--- config.mk ---
export PLATFORM = sky130hd
export DESIGN_NAME = fei_unit
export DESIGN_NICKNAME = d
export VERILOG_FILES = /design/src/fei_pkg.sv /design/src/fei_sync.sv /design/src/fei_unit.sv
export SDC_FILE = /design/constraint.sdc
export NUM_CORES = 1
export LEC_CHECK = 0
export BUFFER_PORTS_ARGS = -buffer_cell sky130_fd_sc_hd__buf_2
export CELL_PAD_IN_SITES_DETAIL_PLACEMENT = 0
export CELL_PAD_IN_SITES_GLOBAL_PLACEMENT = 2
export CORE_UTILIZATION = 29
export CTS_BUF_LIST = sky130_fd_sc_hd__clkbuf_8
export DETAILED_ROUTE_END_ITERATION = 12
export PLACE_DENSITY_LB_ADDON = 0.08
export SYNTH_ARGS = -nofsm -noshare
export SYNTH_HDL_FRONTEND = slang
export SYNTH_SLANG_ARGS = --single-unit
--- constraint.sdc ---
create_clock -name i_core_clk -period 3 [get_ports i_core_clk]
set_input_delay 0.45 -clock i_core_clk [delete_from_list [all_inputs] [get_ports i_core_clk]]
set_output_delay 0.45 -clock i_core_clk [all_outputs]
set_load 0.03 [all_outputs]
--- src/fei_pkg.sv ---
package fei_pkg;

    localparam logic [7:0] ADDR_MASK  = 8'h40;
    localparam logic [7:0] ADDR_LATCH = 8'h41;
    localparam logic [7:0] ADDR_LIVE  = 8'h42;

    localparam logic [7:0] MASK_RESET  = 8'h00;
    localparam logic [7:0] LATCH_RESET = 8'h00;
    localparam logic [7:0] LIVE_RESET  = 8'h20;

    localparam int BIT_OVP   = 0;
    localparam int BIT_THP   = 1;
    localparam int BIT_OPEN  = 2;
    localparam int BIT_SHORT = 3;
    localparam int BIT_STEP  = 4;
    localparam int BIT_DONE  = 5;
    localparam int BIT_ROW   = 6;
    localparam int BIT_BOOST = 7;

    // Sources that raise an event on both edges of their condition.
    localparam logic [7:0] BOTH_EDGE = 8'h82;
    // Bits that exist in the live condition register.
    localparam logic [7:0] LIVE_BITS = 8'hAF;

    typedef struct packed {
        logic boost_ready;
        logic row_fault;
        logic scroll_done;
        logic scroll_step;
        logic rset_low;
        logic rset_open;
        logic thermal_trip;
        logic overvoltage_trip;
    } fei_cond_t;

    typedef struct packed {
        logic       rd;
        logic       wr;
        logic [7:0] addr;
        logic [7:0] wdata;
    } fei_acc_t;

endpackage : fei_pkg

--- src/fei_sync.sv ---
`timescale 1ns/1ps
`default_nettype none

module fei_sync #(
    parameter int WIDTH = 8
) (
    input  wire logic             i_core_clk,
    input  wire logic             i_rstn,
    input  wire logic [WIDTH-1:0] i_async,
    output logic      [WIDTH-1:0] o_sync
);

    typedef struct packed {
        logic [WIDTH-1:0] meta;
        logic [WIDTH-1:0] sync;
    } fei_sync_st_t;

    fei_sync_st_t st_r;
    fei_sync_st_t st_nxt;

    initial begin
        if (WIDTH < 1) begin
            $error("fei_sync: WIDTH must be at least 1");
        end
    end

    always_comb begin
        st_nxt.meta = i_async;
        st_nxt.sync = st_r.meta;
    end

    always_ff @(posedge i_core_clk) begin
        if (!i_rstn) begin
            st_r <= '0;
        end else begin
            st_r <= st_nxt;
        end
    end

    assign o_sync = st_r.sync;

endmodule : fei_sync

`default_nettype wire

--- src/fei_unit.sv ---
// Behaviour
// - Mask register gates each source; resets zero.
// - Source event sets sticky latch bit.
// - Latch clears only by host read.
// - Status follows conditions; read leaves it.
// - Boost-ready follows hysteretic comparator level.
// - Boost and thermal events on both edges.
// - Thermal status follows hysteretic overtemperature level.
// - Overtemperature clears driver-on and boost-on.
// - No self restart; host rewrites enables.
// - Overvoltage sets status, clears boost-on.
// - Resistor checked when driver-on written one.
// - Resistor low flagged; outputs keep running.
// - Scroll step latches; no status bit.
// - Scroll done sets bit, may interrupt.
// - Row short clears driver-on, latches fault.
`timescale 1ns/1ps
`default_nettype none

module fei_unit (
    input  wire logic             i_core_clk,
    input  wire logic             i_rstn,
    input  wire fei_pkg::fei_acc_t i_acc,
    input  wire logic             i_boost_ok_cmp,
    input  wire logic             i_row_short,
    input  wire logic             i_rset_open_cmp,
    input  wire logic             i_rset_low_cmp,
    input  wire logic             i_overtemp_cmp,
    input  wire logic             i_overvolt_cmp,
    input  wire logic             i_scroll_step,
    input  wire logic             i_scroll_end,
    input  wire logic             i_scroll_busy,
    input  wire logic             i_driver_on_wr,
    input  wire logic             i_driver_on_wdata,
    input  wire logic             i_boost_on_wr,
    input  wire logic             i_boost_on_wdata,
    output logic      [7:0]       o_rdata,
    output logic                  o_driver_on,
    output logic                  o_boost_on,
    output logic                  o_rset_check,
    output logic                  o_irq
);

    typedef struct packed {
        logic [7:0] mask;
        logic [7:0] latch;
        logic [7:0] live;
        logic [7:0] live_d;
        logic [7:0] rdata;
        logic       driver_on;
        logic       boost_on;
        logic       check;
        logic       open_flag;
        logic       low_flag;
    } fei_st_t;

    fei_st_t st_r;
    fei_st_t st_nxt;

    logic [5:0] cmp_sync;

    // Single-bit masks used by the consistency checks and the event assertions.
    localparam logic [7:0] DONE_ONE  = 8'(1 << fei_pkg::BIT_DONE);
    localparam logic [7:0] BOOST_ONE = 8'(1 << fei_pkg::BIT_BOOST);
    localparam logic [7:0] THP_ONE   = 8'(1 << fei_pkg::BIT_THP);
    // Scroll done latches on the end pulse, not on the busy level, so it is left out.
    localparam logic [7:0] RISE_BITS = fei_pkg::LIVE_BITS & ~DONE_ONE;

    // The edge and live masks in the package must agree with the bit map used here.
    initial begin
        if (fei_pkg::LIVE_BITS[fei_pkg::BIT_STEP] || fei_pkg::LIVE_BITS[fei_pkg::BIT_ROW]) begin
            $error("fei_unit: step and row events must not have live bits");
        end
        if (fei_pkg::BOTH_EDGE != (BOOST_ONE | THP_ONE)) begin
            $error("fei_unit: only boost and thermal may report both edges");
        end
        if (!fei_pkg::LIVE_RESET[fei_pkg::BIT_DONE]) begin
            $error("fei_unit: scroll done must read idle after reset");
        end
    end

    // Analogue comparators are asynchronous to the core clock.
    fei_sync #(
        .WIDTH(6)
    ) u_sync (
        .i_core_clk(i_core_clk),
        .i_rstn    (i_rstn),
        .i_async   ({i_boost_ok_cmp, i_row_short, i_rset_open_cmp,
                     i_rset_low_cmp, i_overtemp_cmp, i_overvolt_cmp}),
        .o_sync    (cmp_sync)
    );

    function automatic logic [7:0] edge_events(input logic [7:0] now, input logic [7:0] was);
        edge_events = (now & ~was) | ((now ^ was) & fei_pkg::BOTH_EDGE);
    endfunction : edge_events

    // One decoder for the latch clear, the mask write and the checks; the read-data case decodes the address itself.
    function automatic logic acc_hit(input fei_pkg::fei_acc_t acc, input logic rd,
                                     input logic [7:0] addr);
        acc_hit = (rd ? acc.rd : acc.wr) && (acc.addr == addr);
    endfunction : acc_hit

    logic [7:0] events;
    logic       rd_latch;

    always_comb begin
        st_nxt = st_r;
        rd_latch = acc_hit(i_acc, 1'b1, fei_pkg::ADDR_LATCH);

        // Comparators carry their own hysteresis, so status tracks their level.
        st_nxt.live = 8'h00;
        st_nxt.live[fei_pkg::BIT_BOOST] = cmp_sync[5];
        st_nxt.live[fei_pkg::BIT_THP]   = cmp_sync[1];
        st_nxt.live[fei_pkg::BIT_OVP]   = cmp_sync[0];
        st_nxt.live[fei_pkg::BIT_OPEN]  = st_r.open_flag;
        st_nxt.live[fei_pkg::BIT_SHORT] = st_r.low_flag;
        st_nxt.live[fei_pkg::BIT_DONE]  = ~i_scroll_busy;
        st_nxt.live_d = st_r.live;

        // Row short and scroll step are event inputs without a live bit.
        events = edge_events(st_r.live, st_r.live_d) & fei_pkg::LIVE_BITS;
        events[fei_pkg::BIT_ROW]  = cmp_sync[4] & ~st_r.live_d[fei_pkg::BIT_ROW];
        events[fei_pkg::BIT_STEP] = i_scroll_step;
        events[fei_pkg::BIT_DONE] = i_scroll_end;
        st_nxt.live_d[fei_pkg::BIT_ROW] = cmp_sync[4];

        // An event in the read cycle survives the clear.
        st_nxt.latch = (rd_latch ? 8'h00 : st_r.latch) | events;

        // The resistor is sampled once per driver enable write of one.
        st_nxt.check = i_driver_on_wr && i_driver_on_wdata;
        if (st_r.check) begin
            st_nxt.open_flag = cmp_sync[3];
            st_nxt.low_flag  = cmp_sync[2];
        end

        if (i_driver_on_wr) begin
            st_nxt.driver_on = i_driver_on_wdata;
        end
        if (i_boost_on_wr) begin
            st_nxt.boost_on = i_boost_on_wdata;
        end
        // Protection wins over a simultaneous host write.
        if (cmp_sync[1]) begin
            st_nxt.driver_on = 1'b0;
            st_nxt.boost_on  = 1'b0;
        end
        if (cmp_sync[0]) begin
            st_nxt.boost_on = 1'b0;
        end
        if (cmp_sync[4]) begin
            st_nxt.driver_on = 1'b0;
        end

        if (acc_hit(i_acc, 1'b0, fei_pkg::ADDR_MASK)) begin
            st_nxt.mask = i_acc.wdata;
        end

        st_nxt.rdata = 8'h00;
        if (i_acc.rd) begin
            case (i_acc.addr)
                fei_pkg::ADDR_MASK:  st_nxt.rdata = st_r.mask;
                fei_pkg::ADDR_LATCH: st_nxt.rdata = st_r.latch;
                fei_pkg::ADDR_LIVE:  st_nxt.rdata = st_r.live;
                default:             st_nxt.rdata = 8'h00;
            endcase
        end
    end

    always_ff @(posedge i_core_clk) begin
        if (!i_rstn) begin
            st_r <= '{mask: fei_pkg::MASK_RESET, latch: fei_pkg::LATCH_RESET,
                      live: fei_pkg::LIVE_RESET, live_d: fei_pkg::LIVE_RESET,
                      rdata: 8'h00, driver_on: 1'b0, boost_on: 1'b0,
                      check: 1'b0, open_flag: 1'b0, low_flag: 1'b0};
        end else begin
            st_r <= st_nxt;
        end
    end

    assign o_rdata      = st_r.rdata;
    assign o_driver_on  = st_r.driver_on;
    assign o_boost_on   = st_r.boost_on;
    assign o_rset_check = st_r.check;
    assign o_irq        = |(st_r.latch & st_r.mask);

    // Each check reads registered state, so an effect shows one edge after its cause.
    mask_gate_a: assert property (@(posedge i_core_clk) disable iff (!i_rstn)
        $rose(o_irq) |-> ($past(i_acc.wr) && $past(i_acc.addr) == fei_pkg::ADDR_MASK)
        || (($past(events) & st_r.mask) != 8'h00))
        else $error("irq rose without a cause");

    mask_write_a: assert property (@(posedge i_core_clk) disable iff (!i_rstn)
        acc_hit(i_acc, 1'b0, fei_pkg::ADDR_MASK) |=> st_r.mask == $past(i_acc.wdata))
        else $error("mask write lost");

    latch_sticky_a: assert property (@(posedge i_core_clk) disable iff (!i_rstn)
        (st_r.latch != 8'h00 && !rd_latch) |=>
        ((st_r.latch & $past(st_r.latch)) == $past(st_r.latch)))
        else $error("latch bit lost without read");

    rise_event_a: assert property (@(posedge i_core_clk) disable iff (!i_rstn)
        ((st_r.live & ~st_r.live_d & RISE_BITS) != 8'h00) |=>
        ((st_r.latch & $past(st_r.live & ~st_r.live_d & RISE_BITS))
        == $past(st_r.live & ~st_r.live_d & RISE_BITS))) else $error("rising source not latched");

    latch_clear_a: assert property (@(posedge i_core_clk) disable iff (!i_rstn)
        (rd_latch && events == 8'h00) |=> st_r.latch == 8'h00)
        else $error("latch not cleared by read");

    latch_read_a: assert property (@(posedge i_core_clk) disable iff (!i_rstn)
        rd_latch |=> st_r.rdata == $past(st_r.latch))
        else $error("latch read returned wrong data");

    status_read_a: assert property (@(posedge i_core_clk) disable iff (!i_rstn)
        acc_hit(i_acc, 1'b1, fei_pkg::ADDR_LIVE) |=> st_r.rdata == $past(st_r.live))
        else $error("status read wrong");

    unmapped_read_a: assert property (@(posedge i_core_clk) disable iff (!i_rstn)
        (i_acc.rd && i_acc.addr != fei_pkg::ADDR_MASK && i_acc.addr != fei_pkg::ADDR_LATCH
        && i_acc.addr != fei_pkg::ADDR_LIVE) |=> st_r.rdata == 8'h00)
        else $error("unmapped read not zero");

    live_boost_a: assert property (@(posedge i_core_clk) disable iff (!i_rstn)
        st_r.live[fei_pkg::BIT_BOOST] == $past(cmp_sync[5]))
        else $error("boost ready status stale");

    both_edge_a: assert property (@(posedge i_core_clk) disable iff (!i_rstn)
        $fell(st_r.live[fei_pkg::BIT_THP]) |=> st_r.latch[fei_pkg::BIT_THP])
        else $error("thermal clear event missed");

    boost_edge_a: assert property (@(posedge i_core_clk) disable iff (!i_rstn)
        $fell(st_r.live[fei_pkg::BIT_BOOST]) |=> st_r.latch[fei_pkg::BIT_BOOST])
        else $error("boost loss event missed");

    ovp_fall_a: assert property (@(posedge i_core_clk) disable iff (!i_rstn)
        ($fell(st_r.live[fei_pkg::BIT_OVP]) && !st_r.latch[fei_pkg::BIT_OVP])
        |=> !st_r.latch[fei_pkg::BIT_OVP]) else $error("overvoltage clear raised event");

    live_thermal_a: assert property (@(posedge i_core_clk) disable iff (!i_rstn)
        st_r.live[fei_pkg::BIT_THP] == $past(cmp_sync[1]))
        else $error("thermal status stale");

    thermal_off_a: assert property (@(posedge i_core_clk) disable iff (!i_rstn)
        cmp_sync[1] |=> !o_driver_on && !o_boost_on)
        else $error("thermal did not disable");

    no_restart_a: assert property (@(posedge i_core_clk) disable iff (!i_rstn)
        (!o_driver_on && !o_boost_on && !i_driver_on_wr && !i_boost_on_wr)
        |=> !o_driver_on && !o_boost_on)
        else $error("enables came back without a write");

    live_ovp_a: assert property (@(posedge i_core_clk) disable iff (!i_rstn)
        st_r.live[fei_pkg::BIT_OVP] == $past(cmp_sync[0]))
        else $error("overvoltage status stale");

    ovp_off_a: assert property (@(posedge i_core_clk) disable iff (!i_rstn)
        cmp_sync[0] |=> !o_boost_on) else $error("overvoltage kept boost");

    check_pulse_a: assert property (@(posedge i_core_clk) disable iff (!i_rstn)
        (i_driver_on_wr && i_driver_on_wdata) |=> o_rset_check)
        else $error("resistor check not started");

    open_sample_a: assert property (@(posedge i_core_clk) disable iff (!i_rstn)
        st_r.check |=> st_r.open_flag == $past(cmp_sync[3]))
        else $error("open resistor not sampled");

    low_sample_a: assert property (@(posedge i_core_clk) disable iff (!i_rstn)
        st_r.check |=> st_r.low_flag == $past(cmp_sync[2]))
        else $error("low resistor not sampled");

    low_keeps_a: assert property (@(posedge i_core_clk) disable iff (!i_rstn)
        (st_r.low_flag && !cmp_sync[0] && !cmp_sync[1] && !cmp_sync[4]
        && !i_driver_on_wr && !i_boost_on_wr)
        |=> o_driver_on == $past(o_driver_on) && o_boost_on == $past(o_boost_on))
        else $error("low resistor changed enables");

    step_latch_a: assert property (@(posedge i_core_clk) disable iff (!i_rstn)
        i_scroll_step |=> st_r.latch[fei_pkg::BIT_STEP] && !st_r.live[fei_pkg::BIT_STEP])
        else $error("scroll step not latched");

    live_done_a: assert property (@(posedge i_core_clk) disable iff (!i_rstn)
        st_r.live[fei_pkg::BIT_DONE] == !$past(i_scroll_busy))
        else $error("scroll done status stale");

    done_event_a: assert property (@(posedge i_core_clk) disable iff (!i_rstn)
        i_scroll_end |=> st_r.latch[fei_pkg::BIT_DONE])
        else $error("scroll done not latched");

    row_event_a: assert property (@(posedge i_core_clk) disable iff (!i_rstn)
        $rose(cmp_sync[4]) |=> st_r.latch[fei_pkg::BIT_ROW])
        else $error("row short not latched");

    row_off_a: assert property (@(posedge i_core_clk) disable iff (!i_rstn)
        (cmp_sync[4] && !i_boost_on_wr && !cmp_sync[0] && !cmp_sync[1]) |=>
        !o_driver_on && o_boost_on == $past(o_boost_on))
        else $error("row short handling");

    irq_clear_a: assert property (@(posedge i_core_clk) disable iff (!i_rstn)
        (rd_latch && events == 8'h00) |=> !o_irq)
        else $error("irq stayed after latch read");

    irq_cov: cover property (@(posedge i_core_clk) disable iff (!i_rstn) $rose(o_irq));
    clear_cov: cover property (@(posedge i_core_clk) disable iff (!i_rstn) o_irq && rd_latch);
    therm_cov: cover property (@(posedge i_core_clk) disable iff (!i_rstn) $fell(cmp_sync[1]));
    step_cov: cover property (@(posedge i_core_clk) disable iff (!i_rstn)
        $rose(st_r.latch[fei_pkg::BIT_STEP]));
    open_cov: cover property (@(posedge i_core_clk) disable iff (!i_rstn) $rose(st_r.open_flag));

endmodule : fei_unit

`default_nettype wire

After elaboration in Yosys (flattened, before gate mapping)
Cells that the tools add are included.
{ "totals": {"latch_bits": 0, "elab_cells": 35, "ram_bits": 0, "romBits": 0, "mem_count": 0, "inputBits": 33, "ff_bits": 57, "output_inout_bits": 12} }
{ "op_classes": {"n_shift": 0, "div": 0, "reduce_logical": 7, "order_cmp": 0, "multipliers": 0, "n_addsub": 0, "n_bitwise": 10, "mux": 2, "eq_ne": 3} }
{ "ops": {"columns": ["operator", "n"], "rows": [
  ["$eq 8x7->1 const B", 3],
  ["$pmux 8 s3", 1],
  ["$and 8x8->8", 2],
  ["$or 8x8->8", 2],
  ["$mux 8", 1],
  ["$not 8->8", 1],
  ["$reduce_or 8->1", 1],
  ["$xor 8x8->8", 1],
  ["$reduce_or 3->1", 2],
  ["$logic_and 1x1->1", 3],
  ["$not 1->1", 3],
  ["$reduce_and 2->1", 1],
  ["$and 1x1->1", 1]
]} }

Logic depth before layout (Yosys ltp)
{ "depth": {"ltp_word": 4, "ltp_mapped": 4, "ltp_nobuf": 3} }

Hierarchy
A second synthesis with hierarchy kept.
{ "hier_totals": {"hier_cells": 196, "area_unflattened_um2": 1968.1} }
{ "by_module_without_submodules": {"columns": ["module", "instances", "area_each_um2", "seq_area_each_um2", "cells_per_inst"], "rows": [
  ["fei_unit", 1, 1631.6, 820.8, 171],
  ["fei_sync", 1, 336.6, 240.2, 25]
]} }

Least setup slack after synthesis
No wires, ideal clock.
{ "synth_path": {"path_type": "input port to flip-flop", "start": "input i_acc[13] in the netlist's numbering", "end": "register st_r[37] in the netlist's numbering", "cell_stages": 3, "required_time_ns": 2.928, "t_arrival_ns": 1.761, "path_slack_ns": 1.167, "setup_ns": 0.072, "n_path_buf": 0, "path_cell_list": "or4b_4 -> nor4_4 -> mux2i_1"} }
{ "synth_via": {"elab_chain_len": 2} }
{ "synth_rtl": {"columns": ["element", "line_no", "text"], "rows": [
  ["start: declaration", "fei_unit.sv:23", "input wire fei_pkg::fei_acc_t i_acc,"],
  ["$eq 8x7->1", "fei_unit.sv:100", "acc_hit = (rd ? acc.rd : acc.wr) && (acc.addr == addr);"],
  ["$logic_and 1x1->1", "fei_unit.sv:100", null],
  ["end signal: assignment", "fei_unit.sv:172", "st_r <= '{mask: fei_pkg::MASK_RESET, latch: fei_pkg::LATCH_RESET,"],
  ["end signal: assignment", "fei_unit.sv:177", "st_r <= st_nxt;"],
  ["end: declaration", "fei_unit.sv:57", "fei_st_t st_r;"]
]} }
Every way passes these cells.
A chain may end at the register's enable or synchronous reset.

Worst setup path after layout
{ "layout_path": {"start": "input i_acc[13] in the netlist's numbering", "end": "register st_r[42] in the netlist's numbering"} }
The elaborated chain is that of the path after synthesis.

==> flow_metrics.tcl <==
set metrics [dict create \
    ctsHtreeMaxLevel 2 \
    portBuffers 44 \
    synth_cells 196 \
    cts_made_buffers 5 \
    holdCritPathClass "primary input to flop" \
    slew_headroom_pct 53.3 \
    seq_area_frac_synth_pct 54.4 \
    crit_arrival_ns 2.00 \
    cp.required_ns 3.23 \
    fin_nets 267 \
    synthDistinctLibCells 25 \
    coreArea_sq_mm 0.00642 \
    diodes 0 \
    crit_start "i_acc[13]" \
    post-dp-hpwl_microns 2870 \
    critPathCaptureType "flop" \
    clkLatencyLatePin_ns 0.30 \
    syn_to_final_growth_pct 16.8 \
    cts_setup_buffers 0 \
    start_kind "primary input" \
    vias 1400 \
    finalClockSkew_ns 0.00598 \
    hold_buffers 0 \
    ant_nets 0 \
    ios 45 \
    antenna_found_initial 0 \
    finalCritPeriodShare_pct 59.0 \
    cts_resized 0 \
    status "finished, violations left" \
    tritoncts "done" \
    placementRows 29 \
    power_density_mw_per_mm2 520 \
    synth_warnings 0 \
    root_buffer "clkbuf_8" \
    grt_pass1_vias 1487 \
    period_needed_ns 1.77 \
    synth_nets 229 \
    grt_pass1_wl_microns 6660 \
    start_util_pct 30.4 \
    die_width_microns 84.0 \
    fillers 674 \
    cap_violations 0 \
    die-area_sq_mm 0.00706 \
    clock.fmax_ghz 0.565 \
    hp-start "i_scroll_busy" \
    drive_gt1_share_pct 26.0 \
    drc 6 \
    slew_viol_final 0 \
    vdd_ir_drop_max_mv 0.321 \
    p_leak_nw 0.989 \
    synth.avg_cell_area_sq_um 9.95 \
    critPathKind "primary input to flop" \
    synth_seq_cells 53 \
    clk_pin_slew_ns 0.09 \
    clock_path_buffers 2 \
    gp_congestion 0.709 \
    grt.overflow.total 0 \
    rsz0062_at_grt "no" \
    die_y_microns 84.0 \
    setup_viol 0 \
    r2r-start "st_r[40]" \
    hold_viol 0 \
    setup_tns_ns 0 \
    dr.pass1.iters 8 \
    clock_sinks 53 \
    violations "DRC" \
    total_power_mw 1.18 \
    worstPathMaxFanout 8 \
    groute.usage.overall_pct 11.9 \
    wl_per_cell_microns 12.3 \
    wirelength_microns 3850 \
    syn_area_sq_mm 0.00195 \
    vias_per_cell 4.49 \
    worstMarginPinSlew_ns 0.695 \
    dr.first_iter.drc_count 36 \
    grt_max_degree 58 \
]
[registers in the layout, indices dropped and copies added (netlist names)]
name	count
u_sync.st_nxt	6
o_rset_check	1
o_boost_on	1
u_sync.o_sync	6
o_driver_on	1
st_nxt	8
o_rdata	8
st_r	22
[cell type report]
type	count	area (sq um)	share of cell area (%)
clock inverter	3	15.0	0.659
inverter	5	18.8	0.824
sequential	53	1060	46.6
clock buffer	5	68.8	3.02
timing repair buffer	46	235	10.3
multi-input combinational	123	783	34.4
tap	77	96.3	4.23
[cells by family after synthesis]
kind of cell              synth area share [%]
and+or+nand+nor                           22.7
muxes                                     10.3
xor gates and xnor gates                 0.898
DFF                                       54.4
buffers and inverters                     5.45
AOI/OAI and AO/OA                         6.29
[metal layers]
layer | wire [microns] | vias to the layer above | track usage [%]
li1 | - | 713 | -
met1 | 1690 | 653 | 13.9
met2 | 1940 | 30 | 21.4
met3 | 180 | 4 | 2.97
met4 | 42 | 0 | 3.76
met5 | 0 | - | 0
[path summary, 6_finish.rpt]
kind         depth (start not counted)          to  slack [ns]
max                                  4    st_r[42]        1.23
min                                  2  st_nxt[18]        0.31
max reg2reg                          3  o_rdata[3]        2.02
min reg2reg                          1    st_r[35]        0.41
[critical path, cell delays in order]
cell and delay [ns]:
buf_2 0.10, or4b_4 0.57, nor4_4 0.62, mux2i_1 0.26
[stage by stage]
stage	instances	cell area, sq um	hold slack [ns]	setup slack, ns	util (%)
2_1_floorplan	196	1950	0.388	1.17	-
3_5_place_dp	304	2190	0.403	0.891	34.2
6_report	312	2280	0.306	1.23	35.5
4_1_cts	312	2280	0.298	1.21	35.5
5_1_grt	312	2280	0.296	1.11	35.5
3_3_place_gp	304	2190	0.392	0.972	34.2
[synthesized netlist by cell type]
cell type	number	area, sq um
a21boi_0	4	30.0
a22oi_1	4	30.0
and2_1	21	131
and3_1	1	6.26
buf_2	1	5.00
buf_4	8	60.1
clkbuf_1	6	22.5
dfxtp_1	53	1060
inv_1	5	18.8
mux2i_1	20	200
nand2_1	40	150
nand2b_1	1	6.26
nand3_1	1	5.00
nand4_1	1	6.26
nor2b_1	3	18.8
nor3_1	5	25.0
nor4_4	1	21.3
nor4b_2	1	15.0
o21ai_0	4	20.0
o22ai_1	4	25.0
o2bb2ai_1	2	17.5
or2_2	6	37.5
or3_1	1	6.26
or4b_4	1	13.8
xor2_1	2	17.5
[cells in the final DEF (no fill, tap or decap)]
cell type   instances
dfxtp_1            53
buf_2              44
nand2_1            40
and2_1             21
mux2i_1            20
inv_1               7
or2_2               6
nor3_1              5
clkbuf_8            5
a22oi_1             4
o22ai_1             4
o21ai_0             4
a21boi_0            4
nor2b_1             3
xor2_1              2
o2bb2ai_1           2
buf_4               2
nand4_1             1
or4b_4              1
or3_1               1
nor4_4              1
nand3_1             1
nor4b_2             1
nand2b_1            1
and3_1              1
clkinvlp_4          1
[power by group]
group	internal [mW]	switching, mW	total (mW)
Combinational	0.0363	0.0404	0.0766
Clock	0.159	0.218	0.377
Sequential	0.722	0.00952	0.731
Total	0.917	0.268	1.18
No activity file was read; power rests on OpenSTA's default activity.
